$ cat config.mk
export PLATFORM = sky130hd
export DESIGN_NAME = mfe_frontend
export DESIGN_NICKNAME = d
export VERILOG_FILES = /design/src/mfe_pkg.sv /design/src/mfe_err_pri.sv /design/src/mfe_frontend.sv
export SDC_FILE = /design/constraint.sdc
export NUM_CORES = 1
export LEC_CHECK = 0
export ABC_AREA = 0
export BUFFER_PORTS_ARGS = -buffer_cell sky130_fd_sc_hd__buf_2
export CELL_PAD_IN_SITES_DETAIL_PLACEMENT = 0
export CELL_PAD_IN_SITES_GLOBAL_PLACEMENT = 1
export CORE_UTILIZATION = 25
export DETAILED_ROUTE_END_ITERATION = 12
export GPL_ROUTABILITY_DRIVEN = 0
export MAX_ROUTING_LAYER = met4
export PLACE_DENSITY_LB_ADDON = 0.1
export SLEW_MARGIN = 20
export SYNTH_ARGS = -nofsm -noshare
export SYNTH_HDL_FRONTEND = slang
export SYNTH_SLANG_ARGS = --single-unit
$ cat constraint.sdc
create_clock -name pclk -period 2.4 [get_ports pclk]
set_input_delay 0.12 -clock pclk [delete_from_list [all_inputs] [get_ports pclk]]
set_output_delay 0.12 -clock pclk [all_outputs]
set_load 0.02 [all_outputs]
$ cat src/mfe_pkg.sv
// Shared constants for the multidrop serial command front end.
package mfe_pkg;

   // Register byte offsets on the APB bus.
   localparam logic [7:0] MFE_OFS_CARD    = 8'h00;
   localparam logic [7:0] MFE_OFS_ADDRM   = 8'h04;
   localparam logic [7:0] MFE_OFS_ERRREP  = 8'h08;
   localparam logic [7:0] MFE_OFS_STATUS  = 8'h0C;
   localparam logic [7:0] MFE_OFS_LASTERR = 8'h10;

   // Setting widths and reset values.
   localparam int         MFE_CARD_W      = 4;
   localparam int         MFE_MODE_W      = 2;
   localparam int         MFE_ERRREP_W    = 2;
   localparam int         MFE_CODE_W      = 5;
   localparam logic [3:0] MFE_CARD_RST    = 4'h0;
   localparam logic [1:0] MFE_MODE_RST    = 2'h0;
   localparam logic [1:0] MFE_ERRREP_RST  = 2'h0;
   localparam logic [1:0] MFE_MODE_ADDR   = 2'h2;
   localparam logic [3:0] MFE_CARD_MASTER = 4'h0;

   // Status register bit positions.
   localparam int MFE_ST_ADDRESSED = 0;
   localparam int MFE_ST_BCAST     = 1;
   localparam int MFE_ST_SHUTDOWN  = 2;
   localparam int MFE_ST_JUMPER    = 3;
   localparam int MFE_ST_RESP      = 4;

   // Character codes.
   localparam logic [7:0] MFE_CH_CR    = 8'h0D;
   localparam logic [7:0] MFE_CH_SPACE = 8'h20;
   localparam logic [7:0] MFE_CH_AT    = 8'h40;
   localparam logic [7:0] MFE_CH_LA    = 8'h61;
   localparam logic [7:0] MFE_CH_LZ    = 8'h7A;
   localparam logic [7:0] MFE_CH_CASE  = 8'h20;
   localparam logic [7:0] MFE_CH_D0    = 8'h30;
   localparam logic [7:0] MFE_CH_D9    = 8'h39;
   localparam logic [7:0] MFE_CH_UA    = 8'h41;
   localparam logic [7:0] MFE_CH_UF    = 8'h46;
   localparam logic [7:0] MFE_HEX_OFS  = 8'h37;

   // Error codes.
   localparam logic [4:0] MFE_ERR_NONE    = 5'h00;
   localparam logic [4:0] MFE_ERR_PROG    = 5'h01;
   localparam logic [4:0] MFE_ERR_SYNTAX  = 5'h03;
   localparam logic [4:0] MFE_ERR_CHAR    = 5'h04;
   localparam logic [4:0] MFE_ERR_NOBUF   = 5'h05;
   localparam logic [4:0] MFE_ERR_BUFFULL = 5'h06;
   localparam logic [4:0] MFE_ERR_BUFOPEN = 5'h07;
   localparam logic [4:0] MFE_ERR_STRUCT  = 5'h09;
   localparam logic [4:0] MFE_ERR_LIMITS  = 5'h0A;
   localparam logic [4:0] MFE_ERR_MOVING  = 5'h0B;
   localparam logic [4:0] MFE_ERR_OPENLP  = 5'h0C;
   localparam logic [4:0] MFE_ERR_INACT   = 5'h0D;
   localparam logic [4:0] MFE_ERR_NOMOT   = 5'h0E;
   localparam logic [4:0] MFE_ERR_RUNSTR  = 5'h10;

   // Command class bits supplied by the downstream interpreter.
   localparam int MFE_CLS_W        = 7;
   localparam int MFE_CLS_BAD      = 0;
   localparam int MFE_CLS_PROGLOCK = 1;
   localparam int MFE_CLS_NEEDBUF  = 2;
   localparam int MFE_CLS_OPENBUF  = 3;
   localparam int MFE_CLS_BUFWR    = 4;
   localparam int MFE_CLS_MOVE     = 5;
   localparam int MFE_CLS_RUN      = 6;

   // Fault flag bits supplied by the motion side.
   localparam int MFE_FLT_W       = 10;
   localparam int MFE_FLT_RUNNING = 0;
   localparam int MFE_FLT_BUFOPEN = 1;
   localparam int MFE_FLT_BUFFULL = 2;
   localparam int MFE_FLT_STRENT  = 3;
   localparam int MFE_FLT_STRRUN  = 4;
   localparam int MFE_FLT_BUSY    = 5;
   localparam int MFE_FLT_NOMOT   = 6;
   localparam int MFE_FLT_INACT   = 7;
   localparam int MFE_FLT_OPENLP  = 8;
   localparam int MFE_FLT_LIMITS  = 9;

   // Clock watchdog timing.
   localparam int MFE_CLK_HZ        = 250_000_000;
   localparam int MFE_WDOG_ABSENT_US = 1000;

   typedef enum logic [1:0] {
      MFE_LN_START,
      MFE_LN_AT,
      MFE_LN_SEL,
      MFE_LN_CMD
   } mfe_line_e;

endpackage : mfe_pkg

$ cat src/mfe_err_pri.sv
// Priority encoder that turns a command class and fault flags into an error code.
`timescale 1ns/1ns
module mfe_err_pri
   import mfe_pkg::*;
(
   input  wire logic [mfe_pkg::MFE_CLS_W-1:0]  cls,
   input  wire logic [mfe_pkg::MFE_FLT_W-1:0]  flt,
   output logic      [mfe_pkg::MFE_CODE_W-1:0] code
);

   // Program lock comes first so a running program is never disturbed by later checks.
   always_comb
   begin
      code = MFE_ERR_NONE;
      if (cls[MFE_CLS_PROGLOCK] && flt[MFE_FLT_RUNNING])
         code = MFE_ERR_PROG;
      else if (cls[MFE_CLS_BAD])
         code = MFE_ERR_SYNTAX;
      else if (cls[MFE_CLS_NEEDBUF] && !flt[MFE_FLT_BUFOPEN])
         code = MFE_ERR_NOBUF;
      else if (cls[MFE_CLS_OPENBUF] && flt[MFE_FLT_BUFOPEN])
         code = MFE_ERR_BUFOPEN;
      else if (cls[MFE_CLS_BUFWR] && flt[MFE_FLT_BUFFULL])
         code = MFE_ERR_BUFFULL;
      else if (cls[MFE_CLS_BUFWR] && flt[MFE_FLT_STRENT])
         code = MFE_ERR_STRUCT;
      else if (cls[MFE_CLS_RUN] && flt[MFE_FLT_STRRUN])
         code = MFE_ERR_RUNSTR;
      else if (cls[MFE_CLS_MOVE])
      begin
         if (flt[MFE_FLT_BUSY])
            code = MFE_ERR_MOVING;
         else if (flt[MFE_FLT_NOMOT])
            code = MFE_ERR_NOMOT;
         else if (flt[MFE_FLT_INACT])
            code = MFE_ERR_INACT;
         else if (flt[MFE_FLT_OPENLP])
            code = MFE_ERR_OPENLP;
         else if (flt[MFE_FLT_LIMITS])
            code = MFE_ERR_LIMITS;
      end
   end

endmodule : mfe_err_pri

$ cat src/mfe_frontend.sv
// Serial command front end: card addressing, character filtering, errors, clock watchdog.
`timescale 1ns/1ns
module mfe_frontend
   import mfe_pkg::*;
#(
   parameter int WDOG_CYCLES = (mfe_pkg::MFE_CLK_HZ / 1_000_000) * mfe_pkg::MFE_WDOG_ABSENT_US
)
(
   input  wire logic                               pclk,
   input  wire logic                               presetn,
   input  wire logic                               psel,
   input  wire logic                               penable,
   input  wire logic                               pwrite,
   input  wire logic [7:0]                         paddr,
   input  wire logic [31:0]                        pwdata,
   output logic                                    pready,
   output logic      [31:0]                        prdata,
   output logic                                    pslverr,
   input  wire logic                               rx_valid,
   input  wire logic [7:0]                         rx_data,
   input  wire logic                               rx_parity_err,
   input  wire logic                               rx_frame_err,
   output logic                                    cmd_char_valid,
   output logic      [7:0]                         cmd_char,
   output logic                                    cmd_end,
   output logic                                    ctrl_cmd_valid,
   output logic      [7:0]                         ctrl_cmd,
   output logic                                    resp_enable,
   input  wire logic                               cls_valid,
   input  wire logic [mfe_pkg::MFE_CLS_W-1:0]      cls_bits,
   input  wire logic [mfe_pkg::MFE_FLT_W-1:0]      fault_flags,
   output logic                                    err_valid,
   output logic      [mfe_pkg::MFE_CODE_W-1:0]     err_code,
   output logic      [mfe_pkg::MFE_ERRREP_W-1:0]   err_form,
   input  wire logic                               external_clock_jumper,
   input  wire logic                               servo_clk_in,
   input  wire logic                               phase_clk_in,
   output logic                                    shutdown,
   output logic                                    fault_led
);
   import mfe_pkg::*;

   localparam int WD_W = $clog2(WDOG_CYCLES + 1);
   localparam logic [WD_W-1:0] WD_LIMIT = WD_W'(WDOG_CYCLES);

   // Folds a lower-case letter to upper case; everything else passes unchanged.
   function automatic logic [7:0] mfe_fold(input logic [7:0] c);
      logic [7:0] r;
      r = c;
      if (c >= MFE_CH_LA && c <= MFE_CH_LZ)
         r = c - MFE_CH_CASE;
      return r;
   endfunction : mfe_fold

   // Returns a hex digit value in the low bits and a valid flag in bit 4.
   function automatic logic [4:0] mfe_hex(input logic [7:0] c);
      logic [7:0] v;
      logic       ok;
      v  = 8'h00;
      ok = 1'b0;
      if (c >= MFE_CH_D0 && c <= MFE_CH_D9)
      begin
         v  = c - MFE_CH_D0;
         ok = 1'b1;
      end
      else if (c >= MFE_CH_UA && c <= MFE_CH_UF)
      begin
         v  = c - MFE_HEX_OFS;
         ok = 1'b1;
      end
      return {ok, v[3:0]};
   endfunction : mfe_hex

   // Settings and status state.
   logic [MFE_CARD_W-1:0]   card_number_setting_q;
   logic [MFE_MODE_W-1:0]   addressing_mode_setting_q;
   logic [MFE_ERRREP_W-1:0] error_report_setting_q;
   logic [MFE_CODE_W-1:0]   last_err_q;
   logic                    addressed_q;
   logic                    bcast_q;
   logic                    pready_q;
   logic [31:0]             prdata_q;
   logic                    pslverr_q;

   // Line parser state.
   mfe_line_e               line_q;
   logic                    line_bad_q;
   logic                    sel_bcast_q;
   logic [MFE_CARD_W-1:0]   sel_num_q;
   logic                    cmd_char_valid_q;
   logic [7:0]              cmd_char_q;
   logic                    cmd_end_q;
   logic                    ctrl_cmd_valid_q;
   logic [7:0]              ctrl_cmd_q;
   logic                    resp_enable_q;
   logic                    err_valid_q;
   logic [MFE_CODE_W-1:0]   err_code_q;

   // Watchdog state.
   logic [2:0]              jmp_sync_q;
   logic [2:0]              servo_sync_q;
   logic [2:0]              phase_sync_q;
   logic [WD_W-1:0]         servo_cnt_q;
   logic [WD_W-1:0]         phase_cnt_q;
   logic                    shutdown_q;

   logic                    addr_required;
   logic                    listening;
   logic                    respond_ok;
   logic                    char_bad;
   logic [7:0]              ch_up;
   logic [4:0]              ch_hex;
   logic                    sel_apply;
   logic                    parse_err3;
   logic [MFE_CODE_W-1:0]   cls_code;
   logic [MFE_CODE_W-1:0]   evt_code;
   logic                    apb_acc;
   logic                    apb_done;

   assign addr_required = addressing_mode_setting_q >= MFE_MODE_ADDR;
   assign listening     = !addr_required || addressed_q;
   assign respond_ok    = !addr_required ||
                          (addressed_q && (!bcast_q ||
                           card_number_setting_q == MFE_CARD_MASTER));
   assign char_bad      = rx_data[7] || rx_parity_err || rx_frame_err;
   assign ch_up         = mfe_fold(rx_data);
   assign ch_hex        = mfe_hex(ch_up);
   assign sel_apply     = rx_valid && !char_bad && rx_data == MFE_CH_CR &&
                          line_q == MFE_LN_SEL && !line_bad_q;
   assign apb_acc       = psel && penable;
   assign apb_done      = apb_acc && pready_q;

   // Select-command syntax faults: '@' with nothing usable behind it, or any further character above space after the selector.
   always_comb
   begin
      parse_err3 = 1'b0;
      if (rx_valid && !char_bad && !line_bad_q)
      begin
         if (rx_data == MFE_CH_CR)
            parse_err3 = line_q == MFE_LN_AT;
         else if (rx_data >= MFE_CH_SPACE && rx_data != MFE_CH_SPACE)
            parse_err3 = (line_q == MFE_LN_AT && ch_up != MFE_CH_AT && !ch_hex[4]) ||
                         line_q == MFE_LN_SEL;
      end
   end

   mfe_err_pri u_err_pri
   (
      .cls  (cls_bits),
      .flt  (fault_flags),
      .code (cls_code)
   );

   // Character faults outrank parser faults, which outrank interpreter faults.
   always_comb
   begin
      evt_code = MFE_ERR_NONE;
      if (rx_valid && char_bad)
         evt_code = MFE_ERR_CHAR;
      else if (parse_err3)
         evt_code = MFE_ERR_SYNTAX;
      else if (cls_valid)
         evt_code = cls_code;
   end

   // APB slave with one wait state so that read data comes from a flip-flop.
   always_ff @(posedge pclk or negedge presetn)
   begin
      if (!presetn)
      begin
         pready_q  <= 1'b0;
         prdata_q  <= 32'h0000_0000;
         pslverr_q <= 1'b0;
      end
      else
      begin
         pready_q  <= apb_acc && !pready_q;
         pslverr_q <= 1'b0;
         prdata_q  <= 32'h0000_0000;
         if (apb_acc && !pready_q)
         begin
            case (paddr)
               MFE_OFS_CARD:    prdata_q <= 32'(card_number_setting_q);
               MFE_OFS_ADDRM:   prdata_q <= 32'(addressing_mode_setting_q);
               MFE_OFS_ERRREP:  prdata_q <= 32'(error_report_setting_q);
               MFE_OFS_STATUS:
               begin
                  prdata_q[MFE_ST_ADDRESSED] <= addressed_q;
                  prdata_q[MFE_ST_BCAST]     <= bcast_q;
                  prdata_q[MFE_ST_SHUTDOWN]  <= shutdown_q;
                  prdata_q[MFE_ST_JUMPER]    <= jmp_sync_q[1];
                  prdata_q[MFE_ST_RESP]      <= respond_ok;
               end
               MFE_OFS_LASTERR: prdata_q <= 32'(last_err_q);
               default:         pslverr_q <= 1'b1;
            endcase
         end
      end
   end

   // Software settings; writes land at the edge where the access completes.
   always_ff @(posedge pclk or negedge presetn)
   begin
      if (!presetn)
      begin
         card_number_setting_q     <= MFE_CARD_RST;
         addressing_mode_setting_q <= MFE_MODE_RST;
         error_report_setting_q    <= MFE_ERRREP_RST;
      end
      else if (apb_done && pwrite)
      begin
         case (paddr)
            MFE_OFS_CARD:   card_number_setting_q     <= pwdata[MFE_CARD_W-1:0];
            MFE_OFS_ADDRM:  addressing_mode_setting_q <= pwdata[MFE_MODE_W-1:0];
            MFE_OFS_ERRREP: error_report_setting_q    <= pwdata[MFE_ERRREP_W-1:0];
            default:        card_number_setting_q     <= card_number_setting_q;
         endcase
      end
   end

   // Card addressing state, changed only by a complete select line.
   always_ff @(posedge pclk or negedge presetn)
   begin
      if (!presetn)
      begin
         addressed_q <= 1'b0;
         bcast_q     <= 1'b0;
      end
      else if (sel_apply)
      begin
         if (sel_bcast_q)
         begin
            addressed_q <= 1'b1;
            bcast_q     <= 1'b1;
         end
         else if (sel_num_q == card_number_setting_q)
         begin
            addressed_q <= 1'b1;
            bcast_q     <= 1'b0;
         end
         else
         begin
            addressed_q <= 1'b0;
            bcast_q     <= 1'b0;
         end
      end
   end

   // Line parser. A bad character poisons the rest of the line until the carriage return.
   always_ff @(posedge pclk or negedge presetn)
   begin
      if (!presetn)
      begin
         line_q      <= MFE_LN_START;
         line_bad_q  <= 1'b0;
         sel_bcast_q <= 1'b0;
         sel_num_q   <= MFE_CARD_RST;
      end
      else if (rx_valid)
      begin
         if (rx_data == MFE_CH_CR && !char_bad)
         begin
            line_q     <= MFE_LN_START;
            line_bad_q <= 1'b0;
         end
         else if (char_bad || parse_err3)
            line_bad_q <= 1'b1;
         else if (rx_data > MFE_CH_SPACE && !line_bad_q)
         begin
            case (line_q)
               MFE_LN_START:
                  line_q <= (ch_up == MFE_CH_AT) ? MFE_LN_AT : MFE_LN_CMD;
               MFE_LN_AT:
               begin
                  line_q      <= MFE_LN_SEL;
                  sel_bcast_q <= ch_up == MFE_CH_AT;
                  sel_num_q   <= ch_hex[3:0];
               end
               MFE_LN_SEL:
                  line_q <= MFE_LN_SEL;
               MFE_LN_CMD:
                  line_q <= MFE_LN_CMD;
               default:
                  line_q <= MFE_LN_START;
            endcase
         end
      end
   end

   // Outgoing character stream and control actions.
   always_ff @(posedge pclk or negedge presetn)
   begin
      if (!presetn)
      begin
         cmd_char_valid_q <= 1'b0;
         cmd_char_q       <= 8'h00;
         cmd_end_q        <= 1'b0;
         ctrl_cmd_valid_q <= 1'b0;
         ctrl_cmd_q       <= 8'h00;
      end
      else
      begin
         cmd_char_valid_q <= 1'b0;
         cmd_end_q        <= 1'b0;
         ctrl_cmd_valid_q <= 1'b0;
         if (rx_valid && !char_bad)
         begin
            if (rx_data == MFE_CH_CR)
               cmd_end_q <= line_q == MFE_LN_CMD && listening && !line_bad_q;
            else if (rx_data < MFE_CH_SPACE)
            begin
               ctrl_cmd_valid_q <= 1'b1;
               ctrl_cmd_q       <= rx_data;
            end
            else if (rx_data != MFE_CH_SPACE && listening && !line_bad_q &&
                     (line_q == MFE_LN_CMD ||
                      (line_q == MFE_LN_START && ch_up != MFE_CH_AT)))
            begin
               cmd_char_valid_q <= 1'b1;
               cmd_char_q       <= ch_up;
            end
         end
      end
   end

   // Error reporting. The last code is always logged; the report pulse obeys the setting.
   always_ff @(posedge pclk or negedge presetn)
   begin
      if (!presetn)
      begin
         err_valid_q   <= 1'b0;
         err_code_q    <= MFE_ERR_NONE;
         last_err_q    <= MFE_ERR_NONE;
         resp_enable_q <= 1'b0;
      end
      else
      begin
         resp_enable_q <= respond_ok && !shutdown_q;
         err_valid_q   <= 1'b0;
         if (evt_code != MFE_ERR_NONE)
         begin
            last_err_q <= evt_code;
            if (error_report_setting_q != MFE_ERRREP_RST && respond_ok)
            begin
               err_valid_q <= 1'b1;
               err_code_q  <= evt_code;
            end
         end
      end
   end

   // Pin synchronisers: the first stage feeds only the second.
   always_ff @(posedge pclk or negedge presetn)
   begin
      if (!presetn)
      begin
         jmp_sync_q   <= 3'h0;
         servo_sync_q <= 3'h0;
         phase_sync_q <= 3'h0;
      end
      else
      begin
         jmp_sync_q   <= {jmp_sync_q[1:0], external_clock_jumper};
         servo_sync_q <= {servo_sync_q[1:0], servo_clk_in};
         phase_sync_q <= {phase_sync_q[1:0], phase_clk_in};
      end
   end

   // Clock watchdog. Shutdown latches until reset, since a board that lost sync must not resume.
   always_ff @(posedge pclk or negedge presetn)
   begin
      if (!presetn)
      begin
         servo_cnt_q <= '0;
         phase_cnt_q <= '0;
         shutdown_q  <= 1'b0;
      end
      else
      begin
         if (!jmp_sync_q[1] || servo_sync_q[2] != servo_sync_q[1])
            servo_cnt_q <= '0;
         else if (servo_cnt_q != WD_LIMIT)
            servo_cnt_q <= servo_cnt_q + 1'b1;
         if (!jmp_sync_q[1] || phase_sync_q[2] != phase_sync_q[1])
            phase_cnt_q <= '0;
         else if (phase_cnt_q != WD_LIMIT)
            phase_cnt_q <= phase_cnt_q + 1'b1;
         if (servo_cnt_q == WD_LIMIT || phase_cnt_q == WD_LIMIT)
            shutdown_q <= 1'b1;
      end
   end

   assign pready         = pready_q;
   assign prdata         = prdata_q;
   assign pslverr        = pslverr_q;
   assign cmd_char_valid = cmd_char_valid_q;
   assign cmd_char       = cmd_char_q;
   assign cmd_end        = cmd_end_q;
   assign ctrl_cmd_valid = ctrl_cmd_valid_q;
   assign ctrl_cmd       = ctrl_cmd_q;
   assign resp_enable    = resp_enable_q;
   assign err_valid      = err_valid_q;
   assign err_code       = err_code_q;
   assign err_form       = error_report_setting_q;
   assign shutdown       = shutdown_q;
   assign fault_led      = shutdown_q;

endmodule : mfe_frontend

==> metrics.txt <==
MaxCap Viol Count=0; final number of setup-violating endpoints=0; wire length on met1=6280 µm; Sink Count=101; total iterations of the first detailed-routing run=4; Placeable Area=0.0210 mm²; final slew viol count=0; vias in the first global route=4,254; predominant post-synthesis flop cell=dfrtp_1; Max Fclk=0.454 GHz; yosys warns=0; Placed Area=0.00638 mm²; unrepaired setup endpoints after global routing=false; met3 WL=519 µm; Synth top area share=47.1%; total routed wirelength=13,300 µm; register area share after synthesis=47.1%; Root Buffer=clkbuf_16; startpoint types=primary input; I/O Pins=141; Post-Syn Area per Cell=10.5 µm²; EDFF count, synth=0; CTS tree=yes; LEAKAGE=0.00309 µW; Pwr Total=3700 µW; gr usage total=13.1%; H-tree levels=3; Final Util=32.1%; DRC violations left=0; Clock transition at path regs=0.07 ns; #FFs+latches synth=101; Final Hold Vio Count=0; Die ar.=0.0220 mm²; final instance area=0.00674 mm²; slew margin rel.=55.9%; Initial Utilization=25.5%; DR WL/cell=14.3 µm; initial antenna violation count=0; Port Buffer Count=85; synthesized netlist cell count=513; first-pass GRT wire length=21,900 µm; routed vias/inst=4.55; CP required=2.69 ns; Post-DRT Antenna Nets=0; ranking of synthesized cells by area=dfrtp_1 47%, buf_4 3.9%, nor2_1 3.7%, mux2_1 3.4%, ha_1 3.3%; ys async rst share=100%; die height=148 µm; post-CTS sizing=0; Setup Crit Path Kind=in -> reg; unique cell type count in the Yosys netlist=70; Top Metal Used=met4; Max VDD drop=300 µV; cell accounting for the most synthesized area=dfrtp_1; final critical-path share of the clock period=91.9%; post-CTS setup buffer count=0; cts bufs inserted=9; min Tclk post-route=2.20 ns; R2R setup slack=0.24 ns; largest net degree at the start of global routing=102; layout cells sized above 1=27.0%; nature of the critical path endpoint=register; Iter 0 DRT Violations=183; cell area power density=549 mW/mm²; Slew @ Worst Pin=0.662 ns; row count=53; grt total ovfl=0; nets=742; Worst EP arrival=2.49 ns; Area Overhead vs Synth=25.7%; mapped cell area=0.00536 mm²; Hold WC Path Type=in -> reg; DR vias=4,237; outcome=completed; Die W=148 µm; clk buf depth=2; clk_lat worst skew=0.36 ns; worst clock skew=0.0118 ns; crit path max fanout=8; DP Wirelength=9820 µm; Ant. Diodes=0; met2 wire len=6230 µm
-- worst paths after layout --
path,start,end,cells after the start
worst max-delay path,rx_data[0],last_err_q[3]$_DFFE_PN0P_,10
worst min-delay path,pwdata[1],card_number_setting_q[1]$_DFFE_PN0P_,2
worst max register to register,line_bad_q$_DFFE_PN0P_,err_code[0]$_DFFE_PN0P_,7
worst min register to register,servo_sync_q[0]$_DFF_PN0_,servo_sync_q[1]$_DFF_PN0_,0
max in group asynchronous,presetn,phase_cnt_q[17]$_DFFE_PN0P_,3
min in group asynchronous,presetn,cmd_char[5]$_DFFE_PN0P_,3
-- synth_stat cells, types with 4 or more instances --
| cell | instances |
|---|---|
| dfrtp_1 | 101 |
| nor2_1 | 53 |
| nand2_1 | 31 |
| buf_4 | 28 |
| nand3_1 | 20 |
| inv_1 | 18 |
| xnor2_1 | 18 |
| mux2_1 | 16 |
| xor2_1 | 16 |
| ha_1 | 14 |
| a21oi_1 | 13 |
| o21ai_0 | 13 |
| nor3_1 | 11 |
| or3_1 | 10 |
| nor4_1 | 9 |
| a22o_1 | 8 |
| mux2_2 | 8 |
| nand4_1 | 8 |
| clkbuf_1 | 7 |
| nor2b_1 | 7 |
| and2_1 | 6 |
| and3_1 | 5 |
| buf_2 | 5 |
| a222oi_1 | 4 |
| a32o_1 | 4 |
| and4_1 | 4 |
| mux2i_1 | 4 |
| nand2b_1 | 4 |
-- where the power goes --
part / internal, µW / switching, µW / total (µW)
Combinational: 162 / 262 / 423
Sequential: 1740 / 27.4 / 1770
Clock: 840 / 666 / 1510
Total: 2750 / 956 / 3700
-- area by class of cell --
cell class | count | area, µm²
fill | 2166 | 14300
multi-input combinational | 378 | 2600
sequential | 101 | 2530
timing repair buffer | 142 | 896
tap | 275 | 344
clock buffer | 11 | 243
inverter | 19 | 71.3
clock inverter | 5 | 58.8
-- layer usage --
metal  vias up  GRT usage, %
met5         -             -
met4         0          4.69
met3        18          2.79
met2       104          20.2
met1      2057          16.8
li1       2058             -
-- sequential cells by signal, indices dropped and copies added (netlist names), 5 cells and up --
signal and flops:
phase_cnt_q 18, servo_cnt_q 18, cmd_char 8, ctrl_cmd 8, err_code 5, last_err_q 5
prdata 5
-- worst max-delay path, stage by stage --
cell	delay (ns)
buf_2	0.13
inv_1	0.10
ha_1	0.17
or3b_1	0.38
or3_4	0.37
a31oi_2	0.27
a2111oi_4	0.17
buf_4	0.18
nor4_2	0.38
a22o_1	0.20
-- placed cells by master (no fill, tap or decap), types with 4 or more instances in the layout --
cell type,count
dfrtp_1,101
buf_2,84
nor2_1,53
buf_4,50
nand2_1,31
conb_1,27
nand3_1,20
inv_1,18
xnor2_1,18
xor2_1,16
mux2_1,16
ha_1,14
a21oi_1,13
o21ai_0,13
nor3_1,11
or3_1,10
nor4_1,9
clkbuf_16,9
mux2_2,8
a22o_1,8
nand4_1,8
nor2b_1,7
and2_1,6
dlygate4sd3_1,6
and3_1,5
a222oi_1,4
nand2b_1,4
a32o_1,4
and4_1,4
mux2i_1,4
-- timing repair --
| item | 4_1_cts | 5_1_grt |
|---|---|---|
| setup endpoints to repair | 0 | 14 |
| hold endpoints to repair | 106 | 0 |
| hold buffers | 6 | 0 |
-- stage by stage --
| step | hold WS, ns | setup slack, ns | std cells | setup TNS (ns) |
|---|---|---|---|---|
| after floorplan | -0.176 | 0.0283 | 539 | 0 |
| after global placement | 0.228 | -0.116 | 909 | -1.94 |
| after detailed placement | 0.229 | -0.163 | 909 | -2.74 |
| after CTS | 0.0295 | 0.0694 | 931 | 0 |
| after global routing | 0.0516 | 0.0149 | 931 | 0 |
| final | 0.0457 | 0.196 | 931 | 0 |
-- kinds of logic (layout without fill, tap and decap cells) --
kind of cell               Yosys count  in the layout  synth area share, %
DFF                                101            101                 47.1
other                                1             27               0.0699
adders and majority gates           14             14                 3.27
xor gates and xnor gates            34             34                 5.55
and+or+nand+nor                    189            189                 18.5
buffers and inverters               60            177                 6.28
muxes                               28             28                 5.79
AOI/OAI and AO/OA                   86             86                 13.4
No activity file was read; power rests on OpenSTA's default activity.
